===== config.mk =====
export PLATFORM = sky130hd
export DESIGN_NAME = jcbc_ctrl
export DESIGN_NICKNAME = d
export VERILOG_FILES = /design/src/rtl/jcbc_ctrl.v
export VERILOG_INCLUDE_DIRS = /design/src /design/src/rtl
export SDC_FILE = /design/constraint.sdc
export NUM_CORES = 2
export LEC_CHECK = 0
export BUFFER_PORTS_ARGS = -buffer_cell sky130_fd_sc_hd__buf_2
export CORE_MARGIN = 2
export CORE_UTILIZATION = 54
export CTS_CLUSTER_SIZE = 10
export DETAILED_ROUTE_END_ITERATION = 12
export PLACE_DENSITY = 0.71
export RECOVER_POWER = 50
export SYNTH_ARGS = -nofsm -noshare
export SYNTH_HDL_FRONTEND = slang
export SYNTH_SLANG_ARGS = --single-unit

===== constraint.sdc =====
create_clock -name pclk -period 8.1 [get_ports pclk]
set_input_delay 1.62 -clock pclk [delete_from_list [all_inputs] [get_ports pclk]]
set_output_delay 1.62 -clock pclk [all_outputs]
set_load 0.05 [all_outputs]

===== src/rtl/jcbc_map.vh =====
`ifndef JCBC_MAP_VH
`define JCBC_MAP_VH
// register indices; byte address is four times the index
`define JCBC_IDX_CTRL 12'h0a00
`define JCBC_IDX_IRQ_EN 12'h0a04
`define JCBC_IDX_COLS 12'h0a06
`define JCBC_IDX_ROWS 12'h0a08
`define JCBC_IDX_Y_LO 12'h0a0a
`define JCBC_IDX_Y_HI 12'h0a0c
`define JCBC_IDX_B_LO 12'h0a0e
`define JCBC_IDX_B_HI 12'h0a10
`define JCBC_IDX_R_LO 12'h0a12
`define JCBC_IDX_R_HI 12'h0a14
`define JCBC_IDX_SLICES 12'h0a16
`define JCBC_IDX_Y_STRIDE 12'h0a18
`define JCBC_IDX_C_STRIDE 12'h0a1a
`define JCBC_IDX_WR_SLICES 12'h0a1c
`define JCBC_IDX_CB_LO 12'h0a1e
`define JCBC_IDX_CB_HI 12'h0a20
`define JCBC_IDX_SZ_LO 12'h0a22
`define JCBC_IDX_SZ_HI 12'h0a24
`define JCBC_IDX_AMT_LO 12'h0a26
`define JCBC_IDX_AMT_HI 12'h0a28
`define JCBC_IDX_SHARP1 12'h0a2a
`define JCBC_IDX_SHARP2 12'h0a2c
`define JCBC_IDX_LQ_FIRST 12'h0a2e
`define JCBC_IDX_LQ_LAST 12'h0a6c
`define JCBC_IDX_CQ_FIRST 12'h0a6e
`define JCBC_IDX_CQ_LAST 12'h0aac
`define JCBC_IDX_LAUNCH 12'h0aae
`define JCBC_IDX_STATE 12'h0ab0
`define JCBC_IDX_FLAGS 12'h0ab2
// field positions
`define JCBC_BIT_TRIG_SRC 3
`define JCBC_BIT_LAUNCH 8
`define JCBC_BIT_SOFT_RST 0
`define JCBC_BIT_DIR 0
`define JCBC_BIT_OCC 8
`define JCBC_BIT_CFULL 7
`define JCBC_BIT_CEMPTY 6
`define JCBC_BIT_PFULL 5
`define JCBC_BIT_PEMPTY 4
`define JCBC_BIT_SIZE 3
`define JCBC_BIT_FAULT 2
`define JCBC_BIT_ENC_DONE 1
`define JCBC_BIT_DEC_DONE 0
// field widths
`define JCBC_W_COLS 9
`define JCBC_W_ROWS 8
`define JCBC_W_BASE_HI 6
`define JCBC_W_SLICE 5
`define JCBC_W_STRIDE 11
`define JCBC_W_SIZE_HI 3
`define JCBC_W_FLAGS 9
`define JCBC_MAX_SLICES 5'h10
`define JCBC_RST16 16'h0000
`define JCBC_THR_LO 8
`define JCBC_THR_HI 9
`endif


===== src/rtl/jcbc_ctrl.v =====
`timescale 1ns/1ps
`default_nettype none
`include "jcbc_map.vh"
module jcbc_ctrl (
	// clock, reset, enable
	input wire pclk,
	input wire presetn,
	input wire pce,
	// apb slave
	input wire psel,
	input wire penable,
	input wire pwrite,
	input wire [13:0] paddr,
	input wire [31:0] pwdata,
	output reg [31:0] prdata,
	output reg pready,
	output reg pslverr,
	// engine status
	input wire [3:0] eng_state,
	input wire [18:0] eng_code_valid,
	input wire eng_code_full,
	input wire eng_code_empty,
	input wire eng_pix_full,
	input wire eng_pix_empty,
	input wire eng_size_evt,
	input wire eng_fault_evt,
	input wire eng_enc_done_evt,
	input wire eng_dec_done_evt,
	input wire [4:0] eng_slices_seen,
	// quant table read port
	input wire qt_rd_chroma,
	input wire [5:0] qt_rd_addr,
	output reg [7:0] qt_rd_data,
	// configuration to engine
	output reg [8:0] luma_block_columns,
	output reg [7:0] luma_block_rows,
	output reg [21:0] luma_buffer_base,
	output reg [21:0] blue_chroma_buffer_base,
	output reg [21:0] red_chroma_buffer_base,
	output reg [4:0] line_buffer_slice_count,
	output reg [4:0] chroma_slice_count,
	output reg [10:0] line_buffer_stride,
	output reg [10:0] chroma_line_stride,
	output reg [4:0] written_slice_count,
	output reg [21:0] code_buffer_base,
	output reg [18:0] code_buffer_size,
	output reg [18:0] code_transfer_amount,
	output reg [15:0] sharpen_limit_first,
	output reg [15:0] sharpen_limit_second,
	output reg direction_select,
	output reg encode_trigger_source,
	output reg luma_from_isp,
	output reg code_written_by_engine,
	// commands and interrupt
	output reg codec_launch,
	output reg engine_soft_reset,
	output reg size_continue,
	output reg size_stop,
	output reg fault_continue,
	output reg fault_stop,
	output reg irq
);

	reg [3:0] ctrl_ff;
	reg [1:0] occ_sel_ff;
	reg [8:0] irq_en_ff;
	reg [8:0] flags_ff;
	reg [15:0] lq_mem [0:31];
	reg [15:0] cq_mem [0:31];
	reg [15:0] rd_val;
	reg rd_hit;
	reg [8:0] nxt_flags;
	reg [18:0] occ_limit;
	reg [15:0] qt_word;
	wire [11:0] idx;
	wire acc;
	wire wr;
	wire [15:0] wd;
	wire [4:0] lq_sel;
	wire [4:0] cq_sel;
	wire in_lq;
	wire in_cq;
	wire cmd_encode;
	wire [11:0] lq_off;
	wire [11:0] cq_off;
	wire aligned;
	wire [8:0] evt_pending;

	assign idx = paddr[13:2];
	// only the low half-word carries data
	assign wd = pwdata[15:0];
	// the setup cycle alone never touches state
	assign acc = psel & penable;
	// a misaligned access errors like an unmapped one and must not land anywhere
	assign aligned = (paddr[1:0] == 2'b00);
	// a write lands only at the edge where pready is seen high
	assign wr = pce & acc & pwrite & pready & aligned;
	// odd indices inside the table windows are holes and error
	assign lq_off = idx - `JCBC_IDX_LQ_FIRST;
	assign cq_off = idx - `JCBC_IDX_CQ_FIRST;
	assign lq_sel = lq_off[5:1];
	assign cq_sel = cq_off[5:1];
	assign in_lq = (idx >= `JCBC_IDX_LQ_FIRST) & (idx <= `JCBC_IDX_LQ_LAST) & ~lq_off[0];
	assign in_cq = (idx >= `JCBC_IDX_CQ_FIRST) & (idx <= `JCBC_IDX_CQ_LAST) & ~cq_off[0];
	assign cmd_encode = direction_select & encode_trigger_source;
	// irq is a level that follows the flags; clearing a flag drops it
	assign evt_pending = nxt_flags & irq_en_ff;

	// occupancy limit as a fraction of the code buffer
	// fractions round down, so a tiny buffer flags on any data at all
	always @* begin
		case (occ_sel_ff)
			2'b00: occ_limit = code_buffer_size >> 4;
			2'b01: occ_limit = code_buffer_size >> 3;
			2'b10: occ_limit = code_buffer_size >> 2;
			default: occ_limit = code_buffer_size >> 1;
		endcase
	end

	// read mux; reserved bits read zero
	always @* begin
		rd_val = `JCBC_RST16;
		rd_hit = 1'b1;
		if (in_lq) begin
			rd_val = lq_mem[lq_sel];
		end else if (in_cq) begin
			rd_val = cq_mem[cq_sel];
		end else begin
			case (idx)
				`JCBC_IDX_CTRL: rd_val = {12'h000, ctrl_ff};
				`JCBC_IDX_IRQ_EN: rd_val = {7'h00, irq_en_ff};
				`JCBC_IDX_COLS: rd_val = {7'h00, luma_block_columns};
				`JCBC_IDX_ROWS: rd_val = {8'h00, luma_block_rows};
				`JCBC_IDX_Y_LO: rd_val = luma_buffer_base[15:0];
				`JCBC_IDX_Y_HI: rd_val = {10'h000, luma_buffer_base[21:16]};
				`JCBC_IDX_B_LO: rd_val = blue_chroma_buffer_base[15:0];
				`JCBC_IDX_B_HI: rd_val = {10'h000, blue_chroma_buffer_base[21:16]};
				`JCBC_IDX_R_LO: rd_val = red_chroma_buffer_base[15:0];
				`JCBC_IDX_R_HI: rd_val = {10'h000, red_chroma_buffer_base[21:16]};
				`JCBC_IDX_SLICES: rd_val = {11'h000, line_buffer_slice_count};
				`JCBC_IDX_Y_STRIDE: rd_val = {5'h00, line_buffer_stride};
				`JCBC_IDX_C_STRIDE: rd_val = {5'h00, chroma_line_stride};
				`JCBC_IDX_WR_SLICES: rd_val = {11'h000, cmd_encode ? written_slice_count : eng_slices_seen};
				`JCBC_IDX_CB_LO: rd_val = code_buffer_base[15:0];
				`JCBC_IDX_CB_HI: rd_val = {10'h000, code_buffer_base[21:16]};
				`JCBC_IDX_SZ_LO: rd_val = code_buffer_size[15:0];
				// the threshold shares this word with the top bits of the size
				`JCBC_IDX_SZ_HI: rd_val = {6'h00, occ_sel_ff, 5'h00, code_buffer_size[18:16]};
				`JCBC_IDX_AMT_LO: rd_val = code_transfer_amount[15:0];
				`JCBC_IDX_AMT_HI: rd_val = {13'h0000, code_transfer_amount[18:16]};
				`JCBC_IDX_SHARP1: rd_val = sharpen_limit_first;
				`JCBC_IDX_SHARP2: rd_val = sharpen_limit_second;
				`JCBC_IDX_LAUNCH: rd_val = `JCBC_RST16;
				`JCBC_IDX_STATE: rd_val = {11'h000, eng_state, direction_select};
				`JCBC_IDX_FLAGS: rd_val = {7'h00, flags_ff};
				default: rd_hit = 1'b0;
			endcase
		end
	end

	// flag update: hardware set always beats a software clear
	always @* begin
		nxt_flags = flags_ff;
		// live buffer levels
		nxt_flags[`JCBC_BIT_CFULL] = eng_code_full;
		nxt_flags[`JCBC_BIT_CEMPTY] = eng_code_empty;
		nxt_flags[`JCBC_BIT_PFULL] = eng_pix_full;
		nxt_flags[`JCBC_BIT_PEMPTY] = eng_pix_empty;
		if (wr && idx == `JCBC_IDX_FLAGS) begin
			if (wd[`JCBC_BIT_OCC])
				nxt_flags[`JCBC_BIT_OCC] = 1'b0;
			if (flags_ff[`JCBC_BIT_SIZE])
				nxt_flags[`JCBC_BIT_SIZE] = 1'b0;
			if (flags_ff[`JCBC_BIT_FAULT])
				nxt_flags[`JCBC_BIT_FAULT] = 1'b0;
		end
		// done flags cover one operation
		if (wr && idx == `JCBC_IDX_LAUNCH && wd[`JCBC_BIT_LAUNCH]) begin
			nxt_flags[`JCBC_BIT_ENC_DONE] = 1'b0;
			nxt_flags[`JCBC_BIT_DEC_DONE] = 1'b0;
		end
		if (eng_code_valid > occ_limit)
			nxt_flags[`JCBC_BIT_OCC] = 1'b1;
		if (eng_size_evt)
			nxt_flags[`JCBC_BIT_SIZE] = 1'b1;
		if (eng_fault_evt)
			nxt_flags[`JCBC_BIT_FAULT] = 1'b1;
		if (eng_enc_done_evt)
			nxt_flags[`JCBC_BIT_ENC_DONE] = 1'b1;
		if (eng_dec_done_evt)
			nxt_flags[`JCBC_BIT_DEC_DONE] = 1'b1;
	end

	// quant table word for the engine side
	always @* begin
		qt_word = qt_rd_chroma ? cq_mem[qt_rd_addr[5:1]] : lq_mem[qt_rd_addr[5:1]];
	end

	// apb handshake: one wait state, data registered with pready
	// pce low stalls an access in place along with pready
	always @(posedge pclk or negedge presetn) begin
		if (!presetn) begin
			pready <= 1'b0;
			prdata <= 32'h0000_0000;
			pslverr <= 1'b0;
		end else if (pce) begin
			pready <= acc & ~pready;
			if (acc & ~pready) begin
				prdata <= pwrite ? 32'h0000_0000 : {16'h0000, rd_val};
				pslverr <= ~rd_hit | ~aligned;
			end
		end
	end

	// quant table storage, written in place, no reset
	always @(posedge pclk) begin
		if (wr && in_lq)
			lq_mem[lq_sel] <= wd;
		if (wr && in_cq)
			cq_mem[cq_sel] <= wd;
	end

	// even entry in the low byte, odd in the high byte
	always @(posedge pclk or negedge presetn) begin
		if (!presetn) begin
			qt_rd_data <= 8'h00;
		end else if (pce) begin
			qt_rd_data <= qt_rd_addr[0] ? qt_word[15:8] : qt_word[7:0];
		end
	end

	always @(posedge pclk or negedge presetn) begin
		if (!presetn) begin
			ctrl_ff <= 4'h0;
			occ_sel_ff <= 2'h0;
			irq_en_ff <= 9'h000;
			flags_ff <= 9'h000;
			luma_block_columns <= 9'h000;
			luma_block_rows <= 8'h00;
			luma_buffer_base <= 22'h00_0000;
			blue_chroma_buffer_base <= 22'h00_0000;
			red_chroma_buffer_base <= 22'h00_0000;
			line_buffer_slice_count <= 5'h00;
			chroma_slice_count <= 5'h00;
			line_buffer_stride <= 11'h000;
			chroma_line_stride <= 11'h000;
			written_slice_count <= 5'h00;
			code_buffer_base <= 22'h00_0000;
			code_buffer_size <= 19'h0_0000;
			code_transfer_amount <= 19'h0_0000;
			sharpen_limit_first <= `JCBC_RST16;
			sharpen_limit_second <= `JCBC_RST16;
			direction_select <= 1'b0;
			encode_trigger_source <= 1'b0;
			luma_from_isp <= 1'b0;
			code_written_by_engine <= 1'b0;
			codec_launch <= 1'b0;
			engine_soft_reset <= 1'b0;
			size_continue <= 1'b0;
			size_stop <= 1'b0;
			fault_continue <= 1'b0;
			fault_stop <= 1'b0;
			irq <= 1'b0;
		end else if (pce) begin
			flags_ff <= nxt_flags;
			irq <= |evt_pending;
			luma_from_isp <= direction_select & ~encode_trigger_source;
			code_written_by_engine <= direction_select;
			// an odd slice count rounds the chroma depth down
			chroma_slice_count <= line_buffer_slice_count >> 1;
			// command pulses last one cycle
			codec_launch <= 1'b0;
			engine_soft_reset <= 1'b0;
			size_continue <= 1'b0;
			size_stop <= 1'b0;
			fault_continue <= 1'b0;
			fault_stop <= 1'b0;
			if (wr) begin
				case (idx)
					`JCBC_IDX_CTRL: begin
						// bits 2:0 are kept for software only; nothing here reads them
						ctrl_ff <= wd[3:0];
						encode_trigger_source <= wd[`JCBC_BIT_TRIG_SRC];
					end
					`JCBC_IDX_IRQ_EN: irq_en_ff <= wd[`JCBC_W_FLAGS-1:0];
					`JCBC_IDX_COLS: luma_block_columns <= wd[`JCBC_W_COLS-1:0];
					`JCBC_IDX_ROWS: luma_block_rows <= wd[`JCBC_W_ROWS-1:0];
					`JCBC_IDX_Y_LO: luma_buffer_base[15:0] <= wd;
					`JCBC_IDX_Y_HI: luma_buffer_base[21:16] <= wd[`JCBC_W_BASE_HI-1:0];
					`JCBC_IDX_B_LO: blue_chroma_buffer_base[15:0] <= wd;
					`JCBC_IDX_B_HI: blue_chroma_buffer_base[21:16] <= wd[`JCBC_W_BASE_HI-1:0];
					`JCBC_IDX_R_LO: red_chroma_buffer_base[15:0] <= wd;
					`JCBC_IDX_R_HI: red_chroma_buffer_base[21:16] <= wd[`JCBC_W_BASE_HI-1:0];
					`JCBC_IDX_SLICES: begin
						// depth beyond sixteen slices is clamped
						if (wd[`JCBC_W_SLICE-1:0] > `JCBC_MAX_SLICES)
							line_buffer_slice_count <= `JCBC_MAX_SLICES;
						else
							line_buffer_slice_count <= wd[`JCBC_W_SLICE-1:0];
					end
					`JCBC_IDX_Y_STRIDE: line_buffer_stride <= wd[`JCBC_W_STRIDE-1:0];
					`JCBC_IDX_C_STRIDE: chroma_line_stride <= wd[`JCBC_W_STRIDE-1:0];
					`JCBC_IDX_WR_SLICES: begin
						// writes outside command encode are dropped, not queued
						if (cmd_encode)
							written_slice_count <= wd[`JCBC_W_SLICE-1:0];
					end
					`JCBC_IDX_CB_LO: code_buffer_base[15:0] <= wd;
					`JCBC_IDX_CB_HI: code_buffer_base[21:16] <= wd[`JCBC_W_BASE_HI-1:0];
					`JCBC_IDX_SZ_LO: code_buffer_size[15:0] <= wd;
					`JCBC_IDX_SZ_HI: begin
						code_buffer_size[18:16] <= wd[`JCBC_W_SIZE_HI-1:0];
						occ_sel_ff <= wd[`JCBC_THR_HI:`JCBC_THR_LO];
					end
					`JCBC_IDX_AMT_LO: code_transfer_amount[15:0] <= wd;
					`JCBC_IDX_AMT_HI: code_transfer_amount[18:16] <= wd[`JCBC_W_SIZE_HI-1:0];
					`JCBC_IDX_SHARP1: sharpen_limit_first <= wd;
					`JCBC_IDX_SHARP2: sharpen_limit_second <= wd;
					`JCBC_IDX_LAUNCH: begin
						// both bits in one write pulse together; the engine settles which wins
						codec_launch <= wd[`JCBC_BIT_LAUNCH];
						engine_soft_reset <= wd[`JCBC_BIT_SOFT_RST];
					end
					// only the direction bit takes writes; the state field is live
					`JCBC_IDX_STATE: direction_select <= wd[`JCBC_BIT_DIR];
					`JCBC_IDX_FLAGS: begin
						// answer only matters while the engine waits on it
						if (flags_ff[`JCBC_BIT_SIZE]) begin
							size_continue <= wd[`JCBC_BIT_SIZE];
							size_stop <= ~wd[`JCBC_BIT_SIZE];
						end
						if (flags_ff[`JCBC_BIT_FAULT]) begin
							fault_continue <= wd[`JCBC_BIT_FAULT];
							fault_stop <= ~wd[`JCBC_BIT_FAULT];
						end
					end
					default: ;
				endcase
			end
		end
	end

endmodule // jcbc_ctrl
`default_nettype wire


# Word level (Yosys, flattened, before mapping)

Memories as Yosys holds them, arrays and structs flattened.
Cells that the tools add are included.

Bits in registers: 288
Memory bits (writable): 1024
Input port bits: 95
Output and inout port bits: 265
Logic and storage cells: 173
Memories kept: 2

Add/sub/neg operators: 2
Magnitude comparators: 6
Eq/ne operators: 27
Mux-type cells: 41
Bitwise operators: 22
Reduce and logical (&&, ||, !) cells: 33

Memory list:

| name   | words | width | read ports | clocked after Yosys merged registers in | wr ports | line           | text |
|---|---|---|---|---|---|---|---|
| cq_mem | 32    | 16    | 2          | 0                                       | 1        | jcbc_ctrl.v:69 | `reg [15:0] cq_mem [0:31];` |
| lq_mem | 32    | 16    | 2          | 0                                       | 1        | jcbc_ctrl.v:68 | `reg [15:0] lq_mem [0:31];` |

Operators by type and width:

| cell                   | count |
|---|---|
| $pmux W16 S24          | 1 |
| $eq A12 B12 Y1 const B | 25 |
| $reduce_and A3 Y1      | 22 |
| $mux W16               | 4 |
| $pmux W18 S3           | 1 |
| $mux W1                | 30 |
| $reduce_or A25 Y1      | 1 |
| $ge A12 B12 Y1 const B | 2 |
| $le A12 B12 Y1 const B | 2 |
| $gt A19 B18 Y1         | 1 |
| $and A1 B1 Y1          | 12 |
| $sub A6 B6 Y6 const B  | 2 |
| $mux W5                | 2 |
| $and A9 B9 Y9          | 1 |
| $reduce_or A9 Y1       | 1 |
| $mux W8                | 1 |
| $not A1 Y1             | 8 |
| $gt A5 B5 Y1 const B   | 1 |
| $logic_and A1 B1 Y1    | 5 |
| $logic_not A2 Y1       | 2 |
| $mux W2                | 2 |
| $reduce_and A4 Y1      | 1 |
| $eq A2 B1 Y1 const B   | 1 |
| $eq A2 B2 Y1 const B   | 1 |
| 2 further kinds        | 2 |

# Longest topological paths before layout

Depth after elaboration: 11
Depth in mapped cells: 14
Mapped depth without buffers: 11

# Worst setup path before layout

Ideal clock, no wire load.

Path kind: in2reg
Start point: input port paddr[4]
End point: register prdata[15]
Setup time: 129 ps
Arrival time: 4633 ps
Data required time: 7971 ps
Slack: 3338 ps
Stages on the path: 14
Path buffers: 7
Cell sequence: buf_2 buf_2 buf_1 inv_1 ha_1 buf_2 buf_4 buf_2 buf_2 mux4_2 o22ai_1 nor3_1 a22oi_1 o31ai_1

Cells in the longest elaborated chain, start to end: 6
Elaborated cells between the ends (all ways): 40
Classes of those cells: add/sub: 2; order compare: 4; eq/ne: 24; mux: 4; bitwise: 4; memory: 2

RTL lines:

| element                                                 | line            | text |
|---|---|---|
| start, declared                                         | jcbc_ctrl.v:13  | `input wire [13:0] paddr,` |
| branches (longest 4 deep; another with $mem_v2 Z32 W16) | n/a             |  |
| $mux W16 (*)                                            | jcbc_ctrl.v:124 | `if (in_lq) begin` |
| $mux W16 (*)                                            | jcbc_ctrl.v:209 | `prdata <= pwrite ? 32'h0000_0000 : {16'h0000, rd_val};` |
| end signal, assigned                                    | jcbc_ctrl.v:209 |  |
| end, declared                                           | jcbc_ctrl.v:15  | `output reg [31:0] prdata,` |

Mark *: on every way between the ends.
A chain may end at the register's enable or synchronous reset.

# Worst setup path in the final report

Start point: input port pce
End point: register prdata[13]

Cells in the longest elaborated chain, start to end: 1

RTL lines:

| element                            | line          | text |
|---|---|---|
| start, declared                    | jcbc_ctrl.v:8 | `input wire pce,` |
| $reduce_and A2 Y1 (no source line) | n/a           |  |

Every way passes these cells.

==> impl_metrics.yaml <==
critical_path:
  worst-endpoint-required_ns: 8.71
  endpoint_kind: "flip-flop"
  crit_end: "prdata[13]"
  reg2regPathDepth: 7
  worst_setup_path_start_kind: "input pin"
  crit_start: "pce"
  r2r_end: "prdata[13]"
  worst-setup-path-type: "input pin to flip-flop"
  worst-endpoint-arrival_ns: 7.24
  worst_r2r_start: "pready"
  crit_path_max_fanout: 36
  reg2reg_setup_slack_ns: 4.95
timing:
  timing.max_slew.rel_slack: -2.21
  min_period_over_period: 0.819
  max_freq_mhz: 151
  tns_ns: 0
  finalWorstSetupSlack_ns: 1.47
  rsz0062_at_grt: "no"
  layout_min_cycle_time_ns: 6.63
  worstMarginPinSlew_ns: 4.82
  timing.final.hold_violations: 0
  post_route_clock_skew_ns: 0.0330
  final_setup_viols: 0
  final-max-slew-violation-count: 1467
routing:
  vias: 38280
  drt_drc_violations_left: 0
  dr_iter_0_viols: 5593
  pre_antenna_drt_iters: 5
  wl_per_cell_um: 37.5
  routed_wire_length_um: 198000
  postRouteAntennaNets: 0
  post_drt_via_cell_ratio: 7.26
clock_network:
  cts-hold-fix-buffers: 0
  cts_repair_resize_count: 0
  clock_tree_from_tritoncts: "yes"
  clk_root_buffer_cell: "clkbuf_16"
  clk_latency_ns: 0.77
  cts_inserted_buffers: 148
  cts_buffer_depth: 3
  worst_path_clk_slew_ns: 0.05
  h-tree-depth: 4
  cts_num_sinks: 1295
  post-cts-setup-buffers: 0
floorplanning:
  floorplan.initialDensity: 0.542
  row_count: 123
  die_w_um: 339
  boundaryPins: 360
  die_height_um: 339
  total_die_area_um2: 115000
  fp.coreArea_um2: 112000
global_route:
  first_global_vias: 37267
  wire_length_of_the_first_global_routing_pass_um: 281000
  grt_start_max_net_pins: 160
  grt_antenna_before_repair: 6
  overflow: 0
  grt_usage: 0.344
placed_design:
  detailedPlacementHpwl_um: 129000
  globalplace.congestion: 0.966
  port_buffers: 326
  place_worst_setup_slack_ns: 1.67
layout:
  mostFrequentLayoutCell: "edfxtp_1"
  final_cell_mix: "edfxtp_1 (1024), mux4_2 (578), dfrtp_1 (271), mux2_2 (231), buf_2 (204)"
  final_nets: 3829
  layout-drive-gt1-share: 0.376
  area_growth_syn_to_layout_pct: 12.9
  antenna-diode-count: 0
synth:
  number_of_distinct_library_cells_after_synthesis: 76
  netlist_area_um2: 60800
  ys_seq_area_frac: 0.618
  synthDominantAreaCellType: "edfxtp_1"
  asyncSetResetFlopFracSynth: 0.209
  synthesis.instances: 3344
  synth_area_leaders: "edfxtp_1 (51%), mux4_2 (21%), dfrtp_1 (11%)"
  postSynthRegisterBits: 1295
  synth_compound_area_frac: 0.0481
  synth_simple_gate_area_frac: 0.0386
  netlist.area_leader.share: 0.506
  avgSynthCellArea_um2: 18.2
  dominant_combinational_cell_family_by_area_after_synthesis: "multiplexers"
  synthMuxAreaShare: 0.267
  synth-edff-count: 1024
  synth_xor_area_frac: 0.000144
  synth-adder-area-share: 0.00473
  yosys_warnings: 0
  synth_ff_type: "edfxtp_1"
power_and_ir_drop:
  maximum_vdd_drop_uv: 222
  power_density_nw_per_um2: 212
  static-leakage-power_uw: 0.0237
flow_run:
  cap_violations: 20
outcome:
  run_status: "finished with violations"
  violations: "capacitance limit, slew limit"
min_path:
  kind_of_path_behind_the_tightest_hold_check: "flip-flop to flip-flop"
[worst max-delay path, stage by stage]
cell and delay, ns:
buf_2 0.07, clkbuf_1 1.92, nand3_1 0.79, nand2b_1 0.39
clkbuf_1 0.62, a222oi_1 0.47, nand4_1 0.48, a31oi_1 0.75
a21oi_1 0.09
[how the worst min path moves through the flow]
stage	startpoint	end	slack (ns)	cells past startpoint
2_1_floorplan	ctrl_ff[1]	ctrl_ff[1]	0.47	1
3_3_place_gp	prdata[3]	prdata[3]	0.47	2
3_5_place_dp	prdata[3]	prdata[3]	0.47	2
4_1_cts	prdata[3]	prdata[3]	0.48	2
5_1_grt	sharpen_limit_first[6]	sharpen_limit_first[6]	0.53	1
6_report	prdata[3]	prdata[3]	0.48	2
[cell families (layout without fill, tap and decap cells)]
family / count (synthesis) / after routing
other cells: 1 / 17
mux: 866 / 866
simple gates: 428 / 428
compound gates: 418 / 418
xor+xnor: 1 / 1
flops: 1295 / 1295
fa+ha+maj: 23 / 23
buf+inv: 312 / 725
[registers in the layout, summed over array words and instances, names as in the netlist, 8 cells and up]
signal                   flops
code_transfer_amount        19
sharpen_limit_second        16
flags_ff                     9
luma_block_columns           9
red_chroma_buffer_base      22
blue_chroma_buffer_base     22
luma_block_rows              8
sharpen_limit_first         16
code_buffer_size            19
prdata                      16
line_buffer_stride          11
luma_buffer_base            22
irq_en_ff                    9
chroma_line_stride          11
qt_rd_data                   8
lq_mem                     512
cq_mem                     512
code_buffer_base            22
[layout make-up]
class                           count  area [um^2]
Clock buffer                      199         3960
Clock inverter                     13          226
Fill cell                        8022        43400
Inverter                           27          101
Multi-Input combinational cell   1753        22100
Sequential cell                  1295        37500
Tap cell                         1500         1880
Timing Repair Buffer              486         2800
[metal layers]
metal  vias up  part of all wire  routed length [um]  track usage
li1      14796                 -                   -            -
met1     19914              0.35               69200        0.469
met2      3095              0.46               90500        0.519
met3       467              0.14               26900       0.0967
met4         8             0.054               10800        0.157
met5         -            0.0010                 207       0.0102
[where the power goes]
| group | total (uW) | internal [uW] | switching, uW |
|---|---|---|---|
| logic | 1280 | 471 | 813 |
| clock network | 6010 | 3400 | 2610 |
| registers | 7230 | 7220 | 18.6 |
[synthesized netlist by cell type, types with 35 or more instances]
library cell,number
nor4_1,47
clkbuf_1,106
o22ai_1,104
nand2_1,75
a211oi_1,35
buf_4,35
a21oi_1,38
mux4_2,578
buf_2,114
mux2i_1,47
nor2_1,89
mux2_2,231
edfxtp_1,1024
o21ai_0,47
a22oi_1,58
and2_1,36
dfrtp_1,271
nand3_1,55
[metrics by stage]
step	util	hold slack, ns	instances	power [uW]	instance area (um^2)
after floorplan	-	0.473	3360	8110	60800
after global placement	0.577	0.468	5061	8610	64700
after detailed placement	0.577	0.469	5061	8610	64700
after CTS	0.614	0.482	5273	14500	68800
after global routing	0.612	0.529	5273	14900	68600
final	0.612	0.478	5273	14500	68600
(Power assumes the default switching activity.)
